==> config.mk <==
export PLATFORM = sky130hd
export DESIGN_NAME = gcp_command_port
export DESIGN_NICKNAME = d
export VERILOG_FILES = /design/src/gcp_pkg.sv /design/src/gcp_bus_watch.sv /design/src/gcp_command_port.sv
export SDC_FILE = /design/constraint.sdc
export NUM_CORES = 2
export LEC_CHECK = 0
export ABC_AREA = 1
export BUFFER_PORTS_ARGS = -buffer_cell sky130_fd_sc_hd__buf_2
export CORE_ASPECT_RATIO = 1.5
export CORE_MARGIN = 5
export CORE_UTILIZATION = 53
export CTS_CLUSTER_SIZE = 25
export DETAILED_ROUTE_END_ITERATION = 10
export GPL_TIMING_DRIVEN = 0
export HOLD_SLACK_MARGIN = 0.03
export PLACE_DENSITY = 0.68
export SLEW_MARGIN = 0
export SYNTH_ARGS = -nofsm -noshare
export SYNTH_HDL_FRONTEND = slang
export SYNTH_SLANG_ARGS = --single-unit
export TNS_END_PERCENT = 30
==> constraint.sdc <==
create_clock -name mclk_in -period 2.6 [get_ports mclk_in]
set_clock_uncertainty 0.15 [all_clocks]
set_input_delay 0.52 -clock mclk_in [delete_from_list [all_inputs] [get_ports mclk_in]]
set_output_delay 0.52 -clock mclk_in [all_outputs]
set_load 0.005 [all_outputs]
==> src/gcp_pkg.sv <==
// constants, field layout and state encoding of the gauge command port
package gcp_pkg;
  // seven-bit slave address 1010101, so 0xaa writes and 0xab reads
  localparam logic [6:0] SLAVE_ADDR = 7'h55;
  localparam logic [7:0] TOP_CMD = 8'h6b;
  localparam logic [7:0] APP_STATUS_LOC = 8'h6a;
  localparam int CMD_LOCS = 108;
  localparam logic [3:0] BYTE_BITS = 4'h8;
  localparam logic [7:0] RESET_BYTE = 8'h00;
  localparam logic [7:0] BEYOND_TOP_BYTE = 8'hff;
  localparam logic [107:0] RO_MASK_DEFAULT = 108'h1 << 106;
  // time base
  localparam int unsigned CLK_HZ = 50_000_000;
  localparam int unsigned TIMEOUT_UNIT_MS = 500;
  localparam int unsigned FLASH_STRETCH_MS = 80;
  localparam int unsigned OCV_STRETCH_MS = 270;
  localparam int unsigned TIMEOUT_UNIT_CYCLES = CLK_HZ / 1000 * TIMEOUT_UNIT_MS;
  localparam int unsigned FLASH_STRETCH_CYCLES = CLK_HZ / 1000 * FLASH_STRETCH_MS;
  localparam int unsigned OCV_STRETCH_CYCLES = CLK_HZ / 1000 * OCV_STRETCH_MS;
  typedef enum logic [2:0] {
    ST_IDLE = 3'b000,
    ST_ADDR = 3'b001,
    ST_CMD = 3'b010,
    ST_WDATA = 3'b011,
    ST_ACK = 3'b100,
    ST_RDATA = 3'b101,
    ST_MACK = 3'b110
  } gcp_state_t;
endpackage

==> src/gcp_bus_watch.sv <==
// low-bus watchdog: half-second tick divider, timeout pulse and stuck level
`timescale 1ns/1ns
`default_nettype none
module gcp_bus_watch
  import gcp_pkg::*;
#(
  parameter int unsigned UNIT_CYCLES = TIMEOUT_UNIT_CYCLES
) (
  input wire logic mclk_in,
  input wire logic reset_in,
  input wire logic scl_in,
  input wire logic sda_in,
  input wire logic [7:0] timeout_count_in,
  output logic timeout_out,
  output logic stuck_out
);
  logic [31:0] div_reg;
  logic [7:0] units_reg;
  logic fired_reg;
  logic fired_d_reg;
  logic timeout_reg;
  logic stuck_reg;

  // any line low counts; a high bus restarts the whole watch
  wire bus_low = ~scl_in | ~sda_in;
  wire unit_tick = bus_low & (div_reg == UNIT_CYCLES - 1);
  wire fire = bus_low & ~fired_reg & (timeout_count_in != 8'h00) & (units_reg == timeout_count_in);

  // a zero count disables the watch, so a slow master is never cut off
  always_ff @(posedge mclk_in) begin
    if (reset_in || !bus_low) begin
      div_reg <= 32'h0;
      units_reg <= 8'h00;
      fired_reg <= 1'b0;
      fired_d_reg <= 1'b0;
      timeout_reg <= 1'b0;
      stuck_reg <= 1'b0;
    end else begin
      div_reg <= unit_tick ? 32'h0 : div_reg + 32'h1;
      units_reg <= (unit_tick && units_reg != 8'hff) ? units_reg + 8'h01 : units_reg;
      fired_reg <= fired_reg | fire;
      fired_d_reg <= fired_reg;
      timeout_reg <= fire;
      stuck_reg <= stuck_reg | fired_d_reg;
    end
  end

  assign timeout_out = timeout_reg;
  assign stuck_out = stuck_reg;
endmodule
`default_nettype wire

==> src/gcp_command_port.sv <==
// two-wire slave command port of the fuel gauge with pointer, timeout and stretch
// Function
// - answer only to seven-bit address 1010101
// - serve single, incremental, quick reads and writes
// - quick read returns byte at pointer
// - pointer advances on every acknowledged data byte
// - successive written bytes fill consecutive locations
// - write to read-only location gets NACK
// - command byte above 0x6b gets NACK
// - release both lines after timeout count halves
// - still low after timeout: engine sleeps
// - stretch clock up to 80ms during flash
// - stretch clock up to 270ms after OCV
// - last profile status readable at 0x6a
// - status bit0 names last profile, default 0
// - set OCV done flag when measurement ends
// - flag reports whether OCV reading is valid
// - set init done flag after impedance compare
// - wake from hibernate only on own address
`timescale 1ns/1ns
`default_nettype none
module gcp_command_port
  import gcp_pkg::*;
#(
  parameter int unsigned TIMEOUT_UNIT_CYCLES_P = TIMEOUT_UNIT_CYCLES,
  parameter int unsigned FLASH_STRETCH_CYCLES_P = FLASH_STRETCH_CYCLES,
  parameter int unsigned OCV_STRETCH_CYCLES_P = OCV_STRETCH_CYCLES,
  parameter logic [CMD_LOCS-1:0] RO_MASK = RO_MASK_DEFAULT
) (
  input wire logic mclk_in,
  input wire logic reset_in,
  input wire logic scl_in,
  output logic scl_out,
  output logic scl_oe_out,
  input wire logic sda_in,
  output logic sda_out,
  output logic sda_oe_out,
  input wire logic [7:0] bus_timeout_count_in,
  input wire logic stretch_req_in,
  input wire logic stretch_ocv_in,
  input wire logic hibernate_in,
  output logic wake_out,
  output logic sleep_out,
  input wire logic core_wr_in,
  input wire logic [7:0] core_addr_in,
  input wire logic [7:0] core_data_in,
  output logic wr_strobe_out,
  output logic [7:0] wr_addr_out,
  output logic [7:0] wr_data_out,
  input wire logic last_used_profile_bit_in,
  input wire logic ocv_start_in,
  input wire logic ocv_meas_done_in,
  input wire logic ocv_load_high_in,
  input wire logic init_cmp_done_in,
  output logic ocv_done_flag_out,
  output logic ocv_invalid_flag_out,
  output logic init_done_flag_out
);
  gcp_state_t state_reg, state_next;
  gcp_state_t ack_to_reg, ack_to_next;
  logic [7:0] ptr_reg, ptr_next;
  logic [7:0] shift_reg, shift_next;
  logic [7:0] tx_reg, tx_next;
  logic [3:0] cnt_reg, cnt_next;
  logic mack_reg, mack_next;
  logic wake_reg, wake_next;
  logic host_wr;
  logic scl_q_reg, sda_q_reg;
  logic hold_reg, hold_next;
  logic [31:0] stretch_cnt_reg, stretch_cnt_next;
  logic profile_reg;
  logic ocv_done_reg, ocv_done_next;
  logic ocv_invalid_reg, ocv_invalid_next;
  logic init_done_reg, init_done_next;
  logic wr_strobe_reg;
  logic [7:0] wr_addr_reg, wr_data_reg;
  logic [7:0] mem [0:CMD_LOCS-1];
  logic timeout_pulse;
  logic bus_stuck;

  // location lies at or below the top and is not marked read-only
  function automatic logic is_writable(input logic [7:0] loc);
    is_writable = (loc <= TOP_CMD) && !RO_MASK[loc[6:0]];
  endfunction

  // bus conditions from the previous sample of both lines
  wire start_det = scl_in & scl_q_reg & sda_q_reg & ~sda_in;
  wire stop_det = scl_in & scl_q_reg & ~sda_q_reg & sda_in;
  wire scl_rise = scl_in & ~scl_q_reg;
  wire scl_fall = ~scl_in & scl_q_reg;
  wire byte_fall = scl_fall & (cnt_reg == BYTE_BITS);
  wire addr_match = shift_reg[7:1] == SLAVE_ADDR;
  wire read_req = shift_reg[0];
  wire cmd_bad = shift_reg > TOP_CMD;
  wire wr_ok = is_writable(ptr_reg);
  wire receiving = (state_reg == ST_ADDR) | (state_reg == ST_CMD) | (state_reg == ST_WDATA);
  wire [31:0] stretch_cap = stretch_ocv_in ? OCV_STRETCH_CYCLES_P : FLASH_STRETCH_CYCLES_P;

  // read data source: status byte, command memory or idle ones above the top
  wire [7:0] rd_data = (ptr_reg == APP_STATUS_LOC) ? {7'h00, profile_reg} :
                       (ptr_reg <= TOP_CMD) ? mem[ptr_reg[6:0]] : BEYOND_TOP_BYTE;

  gcp_bus_watch #(
    .UNIT_CYCLES(TIMEOUT_UNIT_CYCLES_P)
  ) u_watch (
    .mclk_in(mclk_in),
    .reset_in(reset_in),
    .scl_in(scl_in),
    .sda_in(sda_in),
    .timeout_count_in(bus_timeout_count_in),
    .timeout_out(timeout_pulse),
    .stuck_out(bus_stuck)
  );

  // byte engine; start, stop and timeout override the next state, start also clears the bit count
  always_comb begin
    state_next = state_reg;
    ack_to_next = ack_to_reg;
    ptr_next = ptr_reg;
    shift_next = shift_reg;
    tx_next = tx_reg;
    cnt_next = cnt_reg;
    mack_next = mack_reg;
    wake_next = 1'b0;
    host_wr = 1'b0;
    if (scl_rise && receiving && cnt_reg < BYTE_BITS) begin
      shift_next = {shift_reg[6:0], sda_in};
      cnt_next = cnt_reg + 4'h1;
    end
    if (scl_rise && state_reg == ST_RDATA && cnt_reg < BYTE_BITS) begin
      cnt_next = cnt_reg + 4'h1;
    end
    case (state_reg)
      ST_ADDR: begin
        if (byte_fall) begin
          if (addr_match) begin
            wake_next = hibernate_in;
            ack_to_next = read_req ? ST_RDATA : ST_CMD;
            tx_next = rd_data;
            state_next = ST_ACK;
          end else begin
            state_next = ST_IDLE;
          end
        end
      end
      ST_CMD: begin
        if (byte_fall) begin
          if (cmd_bad) begin
            state_next = ST_IDLE;
          end else begin
            ptr_next = shift_reg;
            ack_to_next = ST_WDATA;
            state_next = ST_ACK;
          end
        end
      end
      ST_WDATA: begin
        if (byte_fall) begin
          if (wr_ok) begin
            host_wr = 1'b1;
            ptr_next = ptr_reg + 8'h01;
            ack_to_next = ST_WDATA;
            state_next = ST_ACK;
          end else begin
            state_next = ST_IDLE;
          end
        end
      end
      ST_ACK: begin
        if (scl_fall) begin
          state_next = ack_to_reg;
          cnt_next = 4'h0;
        end
      end
      ST_RDATA: begin
        if (scl_fall) begin
          if (cnt_reg == BYTE_BITS) begin
            state_next = ST_MACK;
            mack_next = 1'b0;
          end else begin
            tx_next = {tx_reg[6:0], 1'b1};
          end
        end
      end
      ST_MACK: begin
        if (scl_rise) begin
          mack_next = ~sda_in;
          if (!sda_in) begin
            ptr_next = ptr_reg + 8'h01;
          end
        end
        if (scl_fall) begin
          if (mack_reg) begin
            tx_next = rd_data;
            cnt_next = 4'h0;
            state_next = ST_RDATA;
          end else begin
            state_next = ST_IDLE;
          end
        end
      end
      default: begin
        state_next = state_reg;
      end
    endcase
    if (start_det) begin
      state_next = ST_ADDR;
      cnt_next = 4'h0;
    end else if (stop_det || timeout_pulse) begin
      state_next = ST_IDLE;
    end
  end

  // clock stretch is taken at the end of an ack and capped in cycles
  assign hold_next = timeout_pulse ? 1'b0 :
                     (state_reg == ST_ACK && scl_fall && stretch_req_in) ? 1'b1 :
                     hold_reg & stretch_req_in & (stretch_cnt_reg + 32'h1 < stretch_cap);
  assign stretch_cnt_next = hold_reg ? stretch_cnt_reg + 32'h1 : 32'h0;

  // measurement flags: a new completion wins over the clear from a new start
  assign ocv_done_next = ocv_meas_done_in | (ocv_done_reg & ~ocv_start_in);
  assign ocv_invalid_next = ocv_meas_done_in ? ocv_load_high_in : (ocv_invalid_reg & ~ocv_start_in);
  assign init_done_next = init_cmp_done_in | init_done_reg;

  // line state, engine state and pointer
  always_ff @(posedge mclk_in) begin
    if (reset_in) begin
      scl_q_reg <= 1'b1;
      sda_q_reg <= 1'b1;
      state_reg <= ST_IDLE;
      ack_to_reg <= ST_IDLE;
      ptr_reg <= RESET_BYTE;
      shift_reg <= RESET_BYTE;
      tx_reg <= RESET_BYTE;
      cnt_reg <= 4'h0;
      mack_reg <= 1'b0;
      wake_reg <= 1'b0;
    end else begin
      scl_q_reg <= scl_in;
      sda_q_reg <= sda_in;
      state_reg <= state_next;
      ack_to_reg <= ack_to_next;
      ptr_reg <= ptr_next;
      shift_reg <= shift_next;
      tx_reg <= tx_next;
      cnt_reg <= cnt_next;
      mack_reg <= mack_next;
      wake_reg <= wake_next;
    end
  end

  // stretch, flags and status byte source
  always_ff @(posedge mclk_in) begin
    if (reset_in) begin
      hold_reg <= 1'b0;
      stretch_cnt_reg <= 32'h0;
      profile_reg <= 1'b0;
      ocv_done_reg <= 1'b0;
      ocv_invalid_reg <= 1'b0;
      init_done_reg <= 1'b0;
    end else begin
      hold_reg <= hold_next;
      stretch_cnt_reg <= stretch_cnt_next;
      profile_reg <= last_used_profile_bit_in;
      ocv_done_reg <= ocv_done_next;
      ocv_invalid_reg <= ocv_invalid_next;
      init_done_reg <= init_done_next;
    end
  end

  // command memory; a host write beats a core write in the same cycle
  always_ff @(posedge mclk_in) begin
    if (reset_in) begin
      for (int i = 0; i < CMD_LOCS; i++) begin
        mem[i] <= RESET_BYTE;
      end
    end else if (host_wr) begin
      mem[ptr_reg[6:0]] <= shift_reg;
    end else if (core_wr_in && core_addr_in <= TOP_CMD) begin
      mem[core_addr_in[6:0]] <= core_data_in;
    end
  end

  // write notice to the gauge core, one pulse per byte stored by the host
  always_ff @(posedge mclk_in) begin
    if (reset_in) begin
      wr_strobe_reg <= 1'b0;
      wr_addr_reg <= RESET_BYTE;
      wr_data_reg <= RESET_BYTE;
    end else begin
      wr_strobe_reg <= host_wr;
      wr_addr_reg <= host_wr ? ptr_reg : wr_addr_reg;
      wr_data_reg <= host_wr ? shift_reg : wr_data_reg;
    end
  end

  // open drain: only low is ever driven, the pull-up makes the high
  assign sda_out = 1'b0;
  assign scl_out = 1'b0;
  assign sda_oe_out = (state_reg == ST_ACK) | ((state_reg == ST_RDATA) & ~tx_reg[7]);
  assign scl_oe_out = hold_reg;
  assign wake_out = wake_reg;
  assign sleep_out = bus_stuck;
  assign wr_strobe_out = wr_strobe_reg;
  assign wr_addr_out = wr_addr_reg;
  assign wr_data_out = wr_data_reg;
  assign ocv_done_flag_out = ocv_done_reg;
  assign ocv_invalid_flag_out = ocv_invalid_reg;
  assign init_done_flag_out = init_done_reg;
endmodule
`default_nettype wire

==> results.sh <==
export IMPL_p_leak_nw=26.2
export IMPL_peakVddDrop_mv=0.730
export IMPL_clockBufferDepth=3
export IMPL_rows=142
export IMPL_syn_inst=5795
export IMPL_crit_chain="nand2_4 > o21ai_1 > inv_1 > nand2_2 > or2_4 > nor2_4 > nand2_4 > nand2_8 > buf_8 > nand2_1 > nand2_4 > nand3_4 > nor2_4 > clkbuf_16 > buf_4 > nand2_4 > nand2_8"
export IMPL_tritoncts="yes"
export IMPL_cts_buffers=110
export IMPL_ys_seq_area_frac=0.629
export IMPL_min_period_ps=3180
export IMPL_gp_congestion=1.06
export IMPL_violations="setup timing"
export IMPL_slowest_stage="dfxtp_4"
export IMPL_synth_area_top_cells="edfxtp_1 (57%), nand2_1 (12%), nand3_1 (8.7%)"
export IMPL_cap_violations=0
export IMPL_rsz0062_at_grt="true"
export IMPL_outcome="finished with violations"
export IMPL_ys_ff_latch=1168
export IMPL_syn_avg_cell_area_um2=9.23
export IMPL_ys_warn_count=0
export IMPL_synth_distinct_cells=44
export IMPL_layout_setup_ws_ps=-577
export IMPL_clock_latency_ps=750
export IMPL_crit_top_cell="nand2_4"
export IMPL_num_vias=47331
export IMPL_die_w_um=269
export IMPL_ys_flop_type="edfxtp_1"
export IMPL_fp_dieH_um=399
export IMPL_grt_pass1_vias=44413
export IMPL_crit_start="ptr_reg[5]"
export IMPL_tightest_slew_ps=1340
export IMPL_slew_headroom=0.107
export IMPL_drt_iter0_drc=6047
export IMPL_wire_per_inst_um=29.2
export IMPL_fin_crit_sh=1.22
export IMPL_endpoint="mem[91][1]"
export IMPL_grt_pass1_wl_um=306000
export IMPL_wl_um=226000
export IMPL_cts_htree_levels=3
export IMPL_fillers=7756
export IMPL_hold_violations=0
export IMPL_path_clk_slew_ps=70
export IMPL_layout_drive_gt1_share=0.192
export IMPL_io_pins=63
export IMPL_synthesis_area_mm2=0.0535
export IMPL_async_flop_share=0
export IMPL_synth_common_cells="nand2_1 (1673), nor2_1 (1026), edfxtp_1 (1024), nand3_1 (928), clkbuf_1 (292)"
export IMPL_drc=0
export IMPL_grt_antenna_before_repair=4
export IMPL_grt_max_degree=16
export IMPL_io_buffer_count=60
export IMPL_initial_core_util=0.535
export IMPL_die_area_mm2=0.108
export IMPL_grt_usage=0.399
export IMPL_endpoint_kind="flip-flop"
export IMPL_syn2layout_area_growth_pct=25.5
export IMPL_setup_viol=1905
export IMPL_fin_hold_ws_ps=106
export IMPL_r2r_end="mem[91][1]"
export IMPL_worstPathMaxFanout=9
export IMPL_dr_pass1_iters=8
export IMPL_cp_start_kind="flip-flop"
export IMPL_fin_util=0.671
export IMPL_viasPerCell=6.11
export IMPL_arrival_ps=3440
export IMPL_synth_top_cell_by_area="edfxtp_1"
export IMPL_min_path_cells=4
export IMPL_timing_final_max_slew_violations=0
export IMPL_synth_top_cell_area_share=0.575
export IMPL_power_density_mw_per_mm2=885
export IMPL_crit_cells=17
export IMPL_globalRouteOverflowTotal=0
export IMPL_cts_sinks=1168
export IMPL_r2r_slack_ps=-580
export IMPL_synth_most_common_cell="nand2_1"
export IMPL_cpPeakStageDelay_ps=370
export IMPL_cts_root_buf="clkbuf_16"
export IMPL_largest_reg_flops=1024
export IMPL_core_mm2=0.100
export IMPL_crit_family="simple AND/OR/NAND/NOR gates"
export IMPL_final_nets=6409
export IMPL_r2r_start="ptr_reg[5]"
export IMPL_crit_required_ps=2860
export IMPL_crit_buf_inv=4
export IMPL_place_hpwl_um=156000
export IMPL_reg2reg_depth=17
export IMPL_hold_path_class="in2reg"
export IMPL_ant_nets=0
export IMPL_synth_edf_count=1024
export IMPL_fmax_ghz=0.315
export IMPL_critPathKind="reg2reg"
metal layers:
layer / track usage / vias to the layer above / share of wire
met4: 0.367 / 2 / 0.12
met5: 0 / - / 0.000057
met3: 0.0997 / 1070 / 0.12
met2: 0.641 / 3474 / 0.45
li1: - / 20414 / -
met1: 0.435 / 22371 / 0.31
cell type report:
type                            instances  area (um^2)  area share
Clock inverter                         72          736      0.0110
Timing Repair inverter                  8         60.1    0.000895
Timing Repair Buffer                  280         2970      0.0442
Buffer                                344         3140      0.0468
Inverter                              184          756      0.0113
Sequential cell                      1168        33700       0.502
Clock buffer                          135         2920      0.0435
Antenna cell                            2         5.00   0.0000746
Tap cell                             1296         1620      0.0242
Multi-Input combinational cell       4257        21200       0.316
cells by family after synthesis:
logic type / count (synthesis) / share of synthesized area
xor gates and xnor gates: 30 / 0.00491
AOI/OAI and AO/OA: 202 / 0.0208
DFF: 1168 / 0.629
and+or+nand+nor: 3843 / 0.303
adders and majority gates: 19 / 0.00444
other: 1 / 0.0000701
buffers and inverters: 532 / 0.0383
tightest hold or removal path, cell delays in order:
cell     delay (ps)
buf_2           150
nor2_4           70
nand2_1         120
a21oi_2          80
how the worst min path moves through the flow:
| stage | start | end | slack (ps) |
|---|---|---|---|
| after floorplan | u_watch.fired_reg | u_watch.fired_d_reg | 270 |
| after global placement | wr_addr_out[7] | wr_addr_out[7] | 280 |
| after CTS | scl_in | scl_oe_out | 60 |
| final | scl_in | scl_oe_out | 110 |
| after global routing | scl_in | scl_oe_out | 110 |
| after detailed placement | wr_addr_out[7] | wr_addr_out[7] | 280 |
per-stage QoR:
stage	setup slack, ps	TNS (ps)	cell area (um^2)	total power [W]	cells
3_3_place_gp	-2630	-2972560	56400	0.0378	7312
5_1_grt	-660	-808400	67100	0.0602	7744
6_report	-577	-669410	67100	0.0594	7746
3_5_place_dp	-1970	-2339380	56500	0.0379	7317
2_1_floorplan	-74.3	-23710	54500	0.0299	5956
4_1_cts	-559	-553600	63100	0.0552	7659
repair_timing:
item | in CTS | in global routing
setup buffers | 115 | 80
pin swaps | 62 | 68
cloned | 11 | 6
endpoints found under the setup margin | 1900 | 1925
hold endpoints to repair | 11 | 0
resized for setup | 542 | 1106
hold buffers | 12 | 0
layout by cell type (no fill, tap or decap), types with 17 or more instances in the layout:
cell	netlist	layout
clkinv_2	0	26
clkbuf_4	0	37
clkbuf_2	0	52
nand2_8	0	62
edfxtp_1	1024	1024
o21ai_0	66	64
buf_4	4	154
buf_8	0	48
clkinv_1	2	19
nand3_4	0	19
buf_2	19	73
nand2_4	1	96
conb_1	1	162
clkbuf_1	292	74
nand2_2	91	137
ha_1	19	17
buf_12	0	80
nor3_1	44	38
buf_6	2	91
dfxtp_1	144	126
clkinvlp_4	0	27
inv_1	175	157
nand2_1	1673	1471
a21oi_1	89	83
nand3_1	928	837
nor2_4	18	34
nand4_1	23	23
nand3_2	0	72
xor2_1	22	20
clkbuf_16	0	117
nor2_1	1026	1004
power by group:
part	internal (W)	leakage [nW]	switching, W
clock	0.00937	1.78	0.00747
combinational	0.00575	12.6	0.0152
sequential	0.0212	11.7	0.000445
Power figures use the tool's default switching activity.
